<file path="config.mk">
export PLATFORM = sky130hd
export DESIGN_NAME = sinc3_filter
export DESIGN_NICKNAME = d
export VERILOG_FILES = /design/src/include/sinc3_pkg.sv /design/src/verilog/sinc3_rate_gen.sv /design/src/verilog/sinc3_core.sv /design/src/verilog/sinc3_filter.sv
export SDC_FILE = /design/constraint.sdc
export NUM_CORES = 2
export LEC_CHECK = 0
export ABC_AREA = 1
export BUFFER_PORTS_ARGS = -buffer_cell sky130_fd_sc_hd__buf_2
export CAP_MARGIN = 20
export CORE_UTILIZATION = 57
export CTS_CLUSTER_DIAMETER = 80
export DETAILED_ROUTE_END_ITERATION = 12
export HOLD_SLACK_MARGIN = 0.02
export PLACE_DENSITY = 0.74
export REMOVE_ABC_BUFFERS = 1
export SLEW_MARGIN = 15
export SYNTH_ARGS = -nofsm -noshare
export SYNTH_HDL_FRONTEND = slang
export SYNTH_HIERARCHICAL = 1
export SYNTH_SLANG_ARGS = --single-unit
</file>
<file path="constraint.sdc">
create_clock -name ref_clk -period 23.8 [get_ports ref_clk]
set_input_delay 1.19 -clock ref_clk [delete_from_list [all_inputs] [get_ports ref_clk]]
set_output_delay 1.19 -clock ref_clk [all_outputs]
set_load 0.02 [all_outputs]
</file>
<file path="src/include/sinc3_pkg.sv">
// Shared constants, types and register map of the sinc3 decimation filter
package sinc3_pkg;
	// ==========================================================
	// Clocking and decimation
	localparam int          MOD_DIV   = 128; // Master clocks per sample
	localparam int          DEC_W     = 9;
	localparam int          STAGES    = 3;
	localparam int          ACC_W     = STAGES * DEC_W + 1;
	localparam int          NUM_RATES = 4;
	localparam logic [8:0]  DEC_N0    = 9'h180; // 384: 50 Hz
	localparam logic [8:0]  DEC_N1    = 9'h140; // 320: 60 Hz
	localparam logic [8:0]  DEC_N2    = 9'h060; // 96: 200 Hz
	localparam logic [8:0]  DEC_N3    = 9'h028; // 40: 480 Hz

	// ==========================================================
	// Scaling: 5 percent headroom over the nominal span
	localparam int          HEAD_NUM  = 105;
	localparam int          HEAD_DEN  = 100;
	localparam int          SCALE_SH  = 24;
	localparam int          K_W       = 26;
	localparam logic [15:0] BIP_ZERO  = 16'h8000;
	localparam logic [15:0] CODE_MAX  = 16'hFFFF;

	function automatic logic [K_W-1:0] scaleOf(input logic [8:0] n);
		logic [63:0] cube;
		cube = 64'(n) * 64'(n) * 64'(n);
		return K_W'((64'(HEAD_NUM) << 40) / (64'(HEAD_DEN) * cube));
	endfunction

	function automatic logic [ACC_W-1:0] halfOf(input logic [8:0] n);
		return ACC_W'((64'(n) * 64'(n) * 64'(n)) >> 1);
	endfunction

	// ==========================================================
	// Settling periods
	localparam logic [2:0]  SETTLE_STEP = 3'h4;
	localparam logic [2:0]  SETTLE_SYNC = 3'h3;

	// ==========================================================
	// Register map (byte addresses) and fields
	localparam logic [3:0]  ADDR_CTRL   = 4'h0;
	localparam logic [3:0]  ADDR_STATUS = 4'h4;
	localparam logic [3:0]  ADDR_DATA   = 4'h8;
	localparam logic [3:0]  ADDR_RAW    = 4'hC;
	localparam logic [3:0]  CTRL_RESET  = 4'h8; // Run, bipolar, 50 Hz

	typedef struct packed {
		logic       run;
		logic       unipolar;
		logic       rate_select_bit1;
		logic       rate_select_bit0;
	} ctrl_t;

	typedef struct packed {
		logic       running;
		logic       overrange;
		logic       settled;
		logic       newData;
	} status_t;

	typedef enum logic [1:0] {
		BUS_IDLE = 2'b00,
		BUS_ACK  = 2'b01
	} bus_state_t;
endpackage

</file>
<file path="src/verilog/sinc3_rate_gen.sv">
// Modulator sample tick and output period tick generator
`timescale 1ns/10ps
module sinc3_rate_gen #(
	parameter int MOD_DIV = 128,
	parameter int DEC_W   = 9
) (
	input  wire logic             clk,
	input  wire logic             rst_n,
	input  wire logic             clear,
	input  wire logic [DEC_W-1:0] decN,
	output logic                  modTick,
	output logic                  decTick
);
	localparam int DIV_W = $clog2(MOD_DIV);

	logic [DIV_W-1:0] divQ;
	logic [DEC_W-1:0] decQ;
	wire              divEnd = (divQ == DIV_W'(MOD_DIV - 1));
	wire              decEnd = (decQ >= decN - DEC_W'(1));

	// ==========================================================
	// Master clock divided down to the modulator rate
	// A clear realigns the modulator too, so the first period
	// after a restart is a whole one and settling stays exact
	always_ff @(posedge clk or negedge rst_n) begin
		if (!rst_n) begin
			divQ    <= '0;
			modTick <= 1'b0;
		end else if (clear) begin
			divQ    <= '0;
			modTick <= 1'b0;
		end else begin
			divQ    <= divEnd ? '0 : divQ + DIV_W'(1);
			modTick <= divEnd;
		end
	end

	// Sample count per result; a clear restarts the period
	always_ff @(posedge clk or negedge rst_n) begin
		if (!rst_n) begin
			decQ    <= '0;
			decTick <= 1'b0;
		end else if (clear) begin
			decQ    <= '0;
			decTick <= 1'b0;
		end else begin
			decTick <= divEnd && decEnd;
			if (divEnd)
				decQ <= decEnd ? '0 : decQ + DEC_W'(1);
		end
	end
endmodule

</file>
<file path="src/verilog/sinc3_core.sv">
// Cascaded integrator-comb core giving the third-order sinc response
`timescale 1ns/10ps
module sinc3_core #(
	parameter int STAGES = 3,
	parameter int ACC_W  = 28
) (
	input  wire logic             clk,
	input  wire logic             rst_n,
	input  wire logic             clear,
	input  wire logic             sampleEn,
	input  wire logic             sampleBit,
	input  wire logic             decimEn,
	output logic [ACC_W-1:0]      result,
	output logic                  resultValid
);
	// Wrapping arithmetic is exact while ACC_W covers N cubed
	logic [ACC_W-1:0] integQ [STAGES];
	logic [ACC_W-1:0] delayQ [STAGES];
	logic [ACC_W-1:0] combIn [STAGES+1];

	assign combIn[0] = integQ[STAGES-1];

	// ==========================================================
	// One integrator and one comb per order
	for (genvar s = 0; s < STAGES; s++) begin : g_stage
		wire [ACC_W-1:0] integIn = (s == 0) ?
			ACC_W'(sampleBit) : integQ[(s == 0) ? 0 : s-1];
		assign combIn[s+1] = combIn[s] - delayQ[s];

		always_ff @(posedge clk or negedge rst_n) begin
			if (!rst_n) begin
				integQ[s] <= '0;
				delayQ[s] <= '0;
			end else if (clear) begin
				integQ[s] <= '0;
				delayQ[s] <= '0;
			end else begin
				if (sampleEn)
					integQ[s] <= integQ[s] + integIn;
				if (decimEn)
					delayQ[s] <= combIn[s];
			end
		end
	end

	// Comb output taken once per output period
	always_ff @(posedge clk or negedge rst_n) begin
		if (!rst_n) begin
			result      <= '0;
			resultValid <= 1'b0;
		end else begin
			resultValid <= decimEn && !clear;
			if (decimEn)
				result <= combIn[STAGES];
		end
	end
endmodule

</file>
<file path="src/verilog/sinc3_filter.sv">
// Sinc3 decimation filter top with Avalon-MM register access
//
// Summary of operation
// - The bitstream is filtered by three cascaded N-tap averages, scaled by 1/N each.
// - N is the modulator rate divided by the chosen output rate.
// - One result is produced per N samples, the first notch frequency.
// - Notches fall at every multiple of the first notch except multiples of the sample rate, by structure.
// - The two rate bits pick N only, so the response shape never changes.
// - After a step or rate change four output periods pass before data is valid.
// - After filter sync the filter restarts and is valid after three periods.
// - The modulator delivers samples at master clock over 128, then decimated.
// - The datapath keeps 5 percent headroom over nominal range without wrapping.
// - The polarity bit changes only output coding, not the filtering.
// - Images at multiples of the sample rate pass, as the comb cannot reject them.
// - The rate bits place the first notch between 50 Hz and 500 Hz.
// - The modulator rate is the master clock over 128 regardless of gain.
//
// Design decisions made here: the Avalon-MM register port and the placing of the registers.
`timescale 1ns/10ps
module sinc3_filter
	import sinc3_pkg::*;
#(
	parameter int MOD_DIV = sinc3_pkg::MOD_DIV
) (
	input  wire logic         ref_clk,
	input  wire logic         rst_n,
	input  wire logic [3:0]   avs_address,
	input  wire logic         avs_read,
	input  wire logic         avs_write,
	input  wire logic [31:0]  avs_writedata,
	input  wire logic [3:0]   avs_byteenable,
	output logic [31:0]       avs_readdata,
	output logic              avs_waitrequest,
	input  wire logic         modBit,
	input  wire logic         filterSync,
	output logic              modSampleTick,
	output logic [15:0]       resultData,
	output logic              resultNew,
	output sinc3_pkg::ctrl_t  ctrlOut
);
	import sinc3_pkg::*;

	// ==========================================================
	// Declarations
	ctrl_t            ctrl_q;
	ctrl_t            ctrl_d;
	status_t          status;
	bus_state_t       busState_q;
	logic             newData_q;
	logic             overrange_q;
	logic [2:0]       settle_q;
	logic             syncPrev_q;
	logic             runPrev_q;
	logic [1:0]       ratePrev_q;
	logic [15:0]      data_q;
	logic [ACC_W-1:0] raw_q;
	logic             modTick;
	logic             decTick;
	logic [ACC_W-1:0] cicOut;
	logic             cicValid;
	logic [15:0]      code;
	logic             clipped;

	// ==========================================================
	// Rate selection
	// The table stays inside 50..500 Hz at the nominal clock
	wire [1:0] rateSel = {ctrl_q.rate_select_bit1,
		ctrl_q.rate_select_bit0};
	wire [DEC_W-1:0] decN =
		(rateSel == 2'h0) ? DEC_N0 :
		(rateSel == 2'h1) ? DEC_N1 :
		(rateSel == 2'h2) ? DEC_N2 : DEC_N3;

	wire [K_W-1:0] scaleK =
		(rateSel == 2'h0) ? scaleOf(DEC_N0) :
		(rateSel == 2'h1) ? scaleOf(DEC_N1) :
		(rateSel == 2'h2) ? scaleOf(DEC_N2) : scaleOf(DEC_N3);

	wire [ACC_W-1:0] halfScale =
		(rateSel == 2'h0) ? halfOf(DEC_N0) :
		(rateSel == 2'h1) ? halfOf(DEC_N1) :
		(rateSel == 2'h2) ? halfOf(DEC_N2) : halfOf(DEC_N3);

	// ==========================================================
	// Restart conditions
	// Sync holds the filter cleared; its release aligns the step
	wire syncHeld   = filterSync;
	wire syncRel    = syncPrev_q && !filterSync;
	wire runStart   = ctrl_q.run && !runPrev_q;
	wire rateChange = (ratePrev_q != rateSel);
	wire cicClear   = syncHeld || !ctrl_q.run || runStart;

	// ==========================================================
	// Modulator rate and decimation timing
	sinc3_rate_gen #(
		.MOD_DIV (MOD_DIV),
		.DEC_W   (DEC_W)
	) u_rate (
		.clk     (ref_clk),
		.rst_n   (rst_n),
		.clear   (cicClear),
		.decN    (decN),
		.modTick (modTick),
		.decTick (decTick)
	);

	// ==========================================================
	// Integrator-comb core, one bit in per modulator sample
	// Gives nulls at k times the output rate but none at the
	// sample rate itself, so those images reach the output
	sinc3_core #(
		.STAGES      (STAGES),
		.ACC_W       (ACC_W)
	) u_core (
		.clk         (ref_clk),
		.rst_n       (rst_n),
		.clear       (cicClear),
		.sampleEn    (modTick),
		.sampleBit   (modBit),
		.decimEn     (decTick),
		.result      (cicOut),
		.resultValid (cicValid)
	);

	// ==========================================================
	// Normalisation by 1/N cubed with headroom
	// Mid density is input zero; full scale sits 5 percent
	// inside the density limits so excursions do not wrap
	wire signed [ACC_W:0] centred =
		$signed({1'b0, cicOut}) - $signed({1'b0, halfScale});
	wire signed [ACC_W+K_W+1:0] scaled =
		centred * $signed({1'b0, scaleK});
	wire signed [ACC_W+K_W+1:0] bipShift = scaled >>> SCALE_SH;
	wire signed [ACC_W+K_W+1:0] uniShift = scaled >>> (SCALE_SH - 1);

	// Offset binary for bipolar, straight binary for unipolar
	wire signed [ACC_W+K_W+1:0] bipVal =
		bipShift + $signed({1'b0, BIP_ZERO});
	wire signed [ACC_W+K_W+1:0] codeVal =
		ctrl_q.unipolar ? uniShift : bipVal;

	wire codeLow  = codeVal < 0;
	wire codeHigh = codeVal > $signed({1'b0, CODE_MAX});

	// Clip only at the coding stage, never inside the filter
	assign clipped = codeLow || codeHigh;
	assign code    = codeLow  ? 16'h0000 :
	                 codeHigh ? CODE_MAX : codeVal[15:0];

	// ==========================================================
	// Settling tracker
	// A step is not visible here, so a rate change is treated as
	// the worst case and costs four periods; a sync costs three
	wire settled    = (settle_q == 3'h0);
	wire lastStep   = (settle_q == 3'h1);
	wire settleLoad = syncRel || runStart;

	always_ff @(posedge ref_clk or negedge rst_n) begin
		if (!rst_n) begin
			settle_q <= SETTLE_STEP;
		end else if (settleLoad) begin
			settle_q <= SETTLE_SYNC;
		end else if (rateChange) begin
			settle_q <= SETTLE_STEP;
		end else if (cicValid && !settled) begin
			settle_q <= settle_q - 3'h1;
		end
	end

	// Edge history for restart detection
	always_ff @(posedge ref_clk or negedge rst_n) begin
		if (!rst_n) begin
			syncPrev_q <= 1'b0;
			runPrev_q  <= 1'b0;
			ratePrev_q <= 2'h0;
		end else begin
			syncPrev_q <= filterSync;
			runPrev_q  <= ctrl_q.run;
			ratePrev_q <= rateSel;
		end
	end

	// ==========================================================
	// Output data register
	// Each result lands here every period; only settled ones
	// are flagged as new
	// The result that empties the settle count is already good
	wire goodResult = cicValid && (settled || lastStep) && !rateChange;

	always_ff @(posedge ref_clk or negedge rst_n) begin
		if (!rst_n) begin
			data_q      <= 16'h0000;
			raw_q       <= '0;
			overrange_q <= 1'b0;
		end else if (cicValid) begin
			data_q      <= code;
			raw_q       <= cicOut;
			overrange_q <= clipped;
		end
	end

	// ==========================================================
	// Avalon-MM slave
	// Every access takes one wait cycle, which keeps readdata
	// and waitrequest straight from flip-flops
	wire busReq  = avs_read || avs_write;
	wire accept  = busReq && (busState_q == BUS_IDLE);
	wire commit  = busReq && (busState_q == BUS_ACK);
	wire selCtrl = (avs_address == ADDR_CTRL);
	wire selStat = (avs_address == ADDR_STATUS);
	wire selData = (avs_address == ADDR_DATA);
	wire selRaw  = (avs_address == ADDR_RAW);
	wire ctrlWr  = commit && avs_write && selCtrl && avs_byteenable[0];
	wire dataRd  = commit && avs_read && selData;

	// Status view of the running filter
	assign status.running   = ctrl_q.run && !syncHeld;
	assign status.overrange = overrange_q;
	assign status.settled   = settled;
	assign status.newData   = newData_q;

	// Read mux; unmapped addresses read as zero
	wire [31:0] readMux =
		selCtrl ? {28'h0000000, ctrl_q} :
		selStat ? {28'h0000000, status} :
		selData ? {16'h0000, data_q} :
		selRaw  ? {{(32-ACC_W){1'b0}}, raw_q} : 32'h00000000;

	assign ctrl_d = ctrlWr ? ctrl_t'(avs_writedata[3:0]) : ctrl_q;

	// Handshake state
	always_ff @(posedge ref_clk or negedge rst_n) begin
		if (!rst_n) begin
			busState_q      <= BUS_IDLE;
			avs_waitrequest <= 1'b1;
		end else begin
			busState_q      <= accept ? BUS_ACK : BUS_IDLE;
			avs_waitrequest <= !accept;
		end
	end

	// Read data captured as the request is accepted
	always_ff @(posedge ref_clk or negedge rst_n) begin
		if (!rst_n) begin
			avs_readdata <= 32'h00000000;
		end else if (accept && avs_read) begin
			avs_readdata <= readMux;
		end
	end

	// Control register, written on the completing edge
	always_ff @(posedge ref_clk or negedge rst_n) begin
		if (!rst_n) begin
			ctrl_q <= ctrl_t'(CTRL_RESET);
		end else begin
			ctrl_q <= ctrl_d;
		end
	end

	// New word flag: a fresh result wins over the read clear
	always_ff @(posedge ref_clk or negedge rst_n) begin
		if (!rst_n) begin
			newData_q <= 1'b0;
		end else if (goodResult) begin
			newData_q <= 1'b1;
		end else if (dataRd || rateChange || settleLoad) begin
			newData_q <= 1'b0;
		end
	end

	// ==========================================================
	// Direct outputs
	always_ff @(posedge ref_clk or negedge rst_n) begin
		if (!rst_n) begin
			modSampleTick <= 1'b0;
			resultData    <= 16'h0000;
			resultNew     <= 1'b0;
			ctrlOut       <= ctrl_t'(CTRL_RESET);
		end else begin
			modSampleTick <= modTick;
			resultNew     <= goodResult;
			ctrlOut       <= ctrl_q;
			if (goodResult)
				resultData <= code;
		end
	end
endmodule

</file>
Yosys cells after proc, flatten, opt, wreduce, memory -nomap -nowiden
Cells that the tools add are included.
Widths: inputs -> output; s select.
{"block": "classes", "addsub": 12, "multipliers": 1, "magnitude_cmp": 3, "eq_ne": 9, "n_mux": 41, "reduce_logical": 40}
{"cell": "$mux 28", "n": 16}
{"cell": "$mux 25", "n": 4}
{"cell": "$sub 28x28->28", "n": 3}
{"cell": "$add 28x28->28", "n": 2}
{"cell": "$gt 56x17->1 const B", "n": 1}
{"cell": "$lt 56x1->1 const B", "n": 1}
{"cell": "$mux 56", "n": 1}
{"cell": "$mul 29x26->55", "n": 1}
{"cell": "$mux 9", "n": 5}
{"cell": "$add 31x17->32 const B", "n": 1}
{"cell": "$mux 16", "n": 2}
{"cell": "$sub 28x25->29", "n": 1}
{"cell": "$add 28x1->28", "n": 1}
{"cell": "$mux 24", "n": 1}
{"cell": "$mux 7", "n": 3}
{"cell": "$mux 19", "n": 1}
{"cell": "$logic_and 1x1->1", "n": 16}
{"cell": "$add 9x1->9 const B", "n": 1}
{"cell": "$ge 9x9->1", "n": 1}
{"cell": "$mux 3", "n": 3}
{"cell": "$sub 9x1->9 const B", "n": 1}
{"cell": "$eq 4x4->1 const B", "n": 2}
{"cell": "$logic_or 1x1->1", "n": 8}
{"cell": "$reduce_bool 2->1", "n": 4}
{"cell": "other kinds (15)", "n": 26}
{"block": "totals", "ff_bits": 328, "in_bits": 46, "out_inout_bits": 55}

Longest topological paths before layout
{"block": "logic_depth", "depth_word": 11, "depth_mapped": 61, "mapped_depth_nobuf": 57}

Cells and area by module
Netlist, hierarchy kept.
{"module": "sinc3_filter", "instances": 1, "cells_per_inst": 3652, "area_each_um2": 27994.3, "seq_area_each_um2": 2682.6}
{"module": "sinc3_core", "instances": 1, "cells_per_inst": 2040, "area_each_um2": 15021.9, "seq_area_each_um2": 4929.7}
{"module": "sinc3_rate_gen", "instances": 1, "cells_per_inst": 166, "area_each_um2": 1253.7, "seq_area_each_um2": 450.4}

Least setup slack after synthesis
OpenSTA, ideal clock, no wires.
{"block": "synth_path", "path_type": "flip-flop to flip-flop", "start": "reg ctrl_q[1] (netlist bit)", "end": "reg data_q[4]", "arrival_time_ns": 10.239, "required_time_ns": 23.683, "path_slack_ns": 13.445, "stages_incl_launch_ff": 54, "period_less_slack_ns": 10.355, "cell_sequence": "dfrtp_1 > buf_2 > inv_1 > ha_1 > clkbuf_1 > buf_1 > inv_1 > ha_1 > nand2_1 > inv_1 > nand3_1 > or2_1 > o211ai_1 > a21oi_1 > o21ai_1 > a21boi_0 > or2_1 > nand4_2 > [18 not listed] > nor2_1 > nand3_1 > nand3_1 > nand2_1 > nand2_1 > ha_1 > inv_1 > nor2_1 > nand3_2 > nand2_1 > nand2_1 > nor2_2 > nand3_2 > a21oi_4 > buf_6 > nand4_2 > nand2_1 > nand2_1"}
{"block": "synth_between", "elab_chain_cells": 11}
{"item": "start, declared", "line_no": "sinc3_filter.sv:45", "text": "ctrl_t ctrl_q;"}
{"item": "start signal, assigned", "line_no": "sinc3_filter.sv:254", "text": "ctrl_q <= ctrl_t'(CTRL_RESET);"}
{"item": "start signal, assigned", "line_no": "sinc3_filter.sv:256", "text": "ctrl_q <= ctrl_d;"}
{"item": "$eq 2x2->1", "line_no": "sinc3_filter.sv:77, sinc3_filter.sv:82"}
{"item": "$mux 19", "line_no": "sinc3_filter.sv:82", "text": "(rateSel == 2'h2) ? halfOf(DEC_N2) : halfOf(DEC_N3);"}
{"item": "$mux 24", "line_no": "sinc3_filter.sv:81", "text": "(rateSel == 2'h1) ? halfOf(DEC_N1) :"}
{"item": "$mux 25", "line_no": "sinc3_filter.sv:80", "text": "(rateSel == 2'h0) ? halfOf(DEC_N0) :"}
{"item": "$sub 28x25->29", "line_no": "sinc3_filter.sv:130", "text": "$signed({1'b0, cicOut}) - $signed({1'b0, halfScale});"}
{"item": "$mul 29x26->55 *", "line_no": "sinc3_filter.sv:132", "text": "centred * $signed({1'b0, scaleK});"}
{"item": "$add 31x17->32", "line_no": "sinc3_filter.sv:138", "text": "bipShift + $signed({1'b0, BIP_ZERO});"}
{"item": "$mux 56 *", "line_no": "sinc3_filter.sv:140", "text": "ctrl_q.unipolar ? uniShift : bipVal;"}
{"item": "$gt 56x17->1", "line_no": "sinc3_filter.sv:143", "text": "wire codeHigh = codeVal > $signed({1'b0, CODE_MAX});"}
{"item": "$mux 16", "line_no": "sinc3_filter.sv:148", "text": "codeHigh ? CODE_MAX : codeVal[15:0];"}
{"item": "$mux 16 *", "line_no": "sinc3_filter.sv:147", "text": "assign code = codeLow ? 16'h0000 :"}
{"item": "end signal, assigned", "line_no": "sinc3_filter.sv:196", "text": "data_q <= code;"}
{"item": "end, declared", "line_no": "sinc3_filter.sv:55", "text": "logic [15:0] data_q;"}
Every way passes the cells marked *; elsewhere a longest branch is shown, timed or not.
A chain may end at the register's enable or synchronous reset.

Worst setup path in the final report
{"block": "layout_path", "start": "reg ctrl_q[1] (netlist bit)", "end": "reg data_q[10]"}
The elaborated chain is that of the path after synthesis.

==> impl_metrics.env <==
export IMPL_rsz0062_at_grt="no"
export IMPL_die_w_um=281
export IMPL_grt_max_degree=176
export IMPL_critical_path_class="reg2reg"
export IMPL_rows=101
export IMPL_crit_start="ctrl_q[1]"
export IMPL_place_gp_congestion=1.01
export IMPL_syn_area_um2=44300
export IMPL_drv_cap=0
export IMPL_postCtsSetupBuffers=0
export IMPL_die_area_um2=78800
export IMPL_hold_violations=0
export IMPL_worstPathArrival_ns=13.72
export IMPL_wl_um=125000
export IMPL_reg2reg_from="ctrl_q[1]"
export IMPL_synth_ff_type="dfrtp_1"
export IMPL_async_flop_share_pct=100
export IMPL_worstPathRequired_ns=24.25
export IMPL_overflow=0
export IMPL_synth_cell_types=78
export IMPL_clkTransAtPathRegs_ns=0.06
export IMPL_drtIter0Drc=2661
export IMPL_crit_fanout=27
export IMPL_avgSynthCellArea_um2=7.56
export IMPL_synth_cells=5858
export IMPL_layout_drive_gt1_share_pct=6.52
export IMPL_synthMostInstantiatedCell="inv_1"
export IMPL_io_pins=101
export IMPL_slew_headroom_pct=28.2
export IMPL_cp_slowest_stage_delay_ns=0.82
export IMPL_viasPerCell=5.29
export IMPL_yosysTopAreaCellShare_pct=23.6
export IMPL_port_buffers=65
export IMPL_r2r_cells=47
export IMPL_critPathCaptureType="flip-flop"
export IMPL_via_count=36900
export IMPL_clock_sinks=322
export IMPL_setup_violations=0
export IMPL_cts_resized=0
export IMPL_numCtsBuffers=39
export IMPL_netlist_top_cells_area="fa_1 24%, dfrtp_1 18%, inv_1 13%, ha_1 11%, nand2_1 10%"
export IMPL_yosysSeqAreaShare_pct=18.2
export IMPL_ys_ff_latch=322
export IMPL_tightest_slew_ns=1.08
export IMPL_yosysWarningCount=6
export IMPL_nFillCells=6962
export IMPL_post_route_period_util_pct=55.8
export IMPL_antenna_found_initial=3
export IMPL_area_delta_synth_final_pct=6.30
export IMPL_worstReg2RegEnd="data_q[10]"
export IMPL_cts_tree="built"
export IMPL_first_pass_iters=6
export IMPL_cts_root_buf="clkbuf_16"
export IMPL_critPathMostFrequentCell="nand2_1"
export IMPL_cts_max_level=2
export IMPL_layout_nets=6885
export IMPL_register_area_um2=8060
export IMPL_grtUsageTotal_pct=32.7
export IMPL_hp_class="reg2reg"
export IMPL_tns_ns=0
export IMPL_fin_crit_ns=13.27
export IMPL_dp_hpwl_um=105000
export IMPL_multiInputGateArea_um2=30000
export IMPL_die_h_um=281
export IMPL_clk_latency_ns=0.58
export IMPL_finClkSkew_ns=0.0354
export IMPL_synth_largest_area_cell="fa_1"
export IMPL_start_util_pct=57.9
export IMPL_critical_path_endpoint="data_q[10]"
export IMPL_outcome="complete, no violations"
export IMPL_cts_hold_fix_buffers=0
export IMPL_drc_errors=0
export IMPL_synth_edff_count=0
export IMPL_max_freq_mhz=75.4
export IMPL_postRouteAntennaNets=0
export IMPL_grt_pass1_wl_um=197000
export IMPL_wl_per_cell_um=17.9
export IMPL_cp_start_kind="flip-flop"
export IMPL_core_region_area_um2=76500
export IMPL_drv_slew=0
export IMPL_grt_pass1_vias=36500
export IMPL_cts_path_max_buffers=3
export IMPL_synth_common_cells="1533 x inv_1, 1221 x nand2_1, 522 x fa_1"
export IMPL_cp_slowest_cell="inv_1"
export IMPL_r2r_slack_ns=10.53
## placed cells by master (no fill, tap or decap), drive strengths merged, types with 5 or more instances in the layout
| cell type | count |
|---|---|
| a211oi | 5 |
| a21boi | 5 |
| a21o | 19 |
| a21oi | 284 |
| a31o | 6 |
| a31oi | 22 |
| and2 | 10 |
| and3 | 6 |
| buf | 90 |
| clkbuf | 49 |
| clkinv | 13 |
| conb | 13 |
| dfrtp | 318 |
| fa | 522 |
| ha | 405 |
| inv | 1565 |
| nand2 | 1272 |
| nand3 | 171 |
| nand3b | 6 |
| nand4 | 60 |
| nor2 | 460 |
| nor3 | 38 |
| nor4 | 14 |
| o211ai | 12 |
| o21a | 7 |
| o21ai | 316 |
| o21bai | 14 |
| o22ai | 49 |
| o31ai | 6 |
| or2 | 20 |
| xnor2 | 52 |
| xor2 | 77 |
## routing by layer
metal | track usage (%) | share of wire (%) | wire (um) | vias up
met5 | 0 | 0.058 | 72 | -
met4 | 9.18 | 3.0 | 3750 | 10
met3 | 10.4 | 10 | 12700 | 200
met2 | 49.5 | 43 | 53200 | 1127
met1 | 45.1 | 44 | 55300 | 17700
li1 | - | - | - | 17900
## kinds of logic after synthesis
group | Yosys count | synth area share, %
muxes | 4 | 0.0904
adders and majority gates | 927 | 35.1
and+or+nand+nor | 2063 | 20.1
AOI/OAI and AO/OA | 758 | 9.76
DFF | 322 | 18.2
xor gates and xnor gates | 129 | 2.59
other | 1 | 0.00847
buffers and inverters | 1654 | 14.2
## flip-flops by register name, summed over array words and instances, names as in the netlist, 3 cells and up
name	cells
ctrl_q	4
avs_readdata	28
settle_q	3
data_q	16
raw_q	28
u_rate/decQ	9
u_core/delayQ	84
u_core/g_stage.integIn	56
u_core/combIn	28
u_core/result	28
u_rate/divQ	7
ctrlOut	3
resultData	16
## worst max-delay path, delay by kind of cell, from the launching register on
family                   cells  cell delay (ns)
flip-flops                   1             0.32
AO/OA/AOI/OAI                8             1.86
adder cells (fa/ha/maj)     10             5.32
AND/OR/NAND/NOR             20             2.88
buffers and inverters        9             2.71
## through the flow
step,instances,hold slack (ns),instance area (um^2),util (%),setup slack (ns)
2_1_floorplan,5781,0.366,43900,-,13.30
3_3_place_gp,6898,0.389,45700,59.8,11.03
3_5_place_dp,6900,0.393,45700,59.8,10.90
4_1_cts,6968,0.401,47000,61.5,10.86
5_1_grt,6969,0.408,47100,61.5,9.98
6_report,6971,0.404,47100,61.6,10.53
## worst min path at each step
stage              start    endpoint  slack (ns)  cells after the start
6_report       ctrl_q[3]  ctrlOut[3]        0.40                      0
5_1_grt        ctrl_q[3]  ctrlOut[3]        0.41                      0
4_1_cts        ctrl_q[3]  ctrlOut[3]        0.40                      0
3_5_place_dp   ctrl_q[3]  ctrlOut[3]        0.39                      0
3_3_place_gp   ctrl_q[3]  ctrlOut[3]        0.39                      0
2_1_floorplan  ctrl_q[3]  ctrlOut[3]        0.37                      0
## final cells by class
type	count	area share, %
antenna	2	0.0106
timing repair buffer	90	1.20
clock buffer	49	2.30
sequential	322	17.1
multi-input combinational	3894	63.7
inverter	1565	12.5
clock inverter	19	0.417
tap	1030	2.74
Power is left out: the tool's default activity adds up to more than one toggle a clock period on the data nets, which glitch-free logic cannot reach.
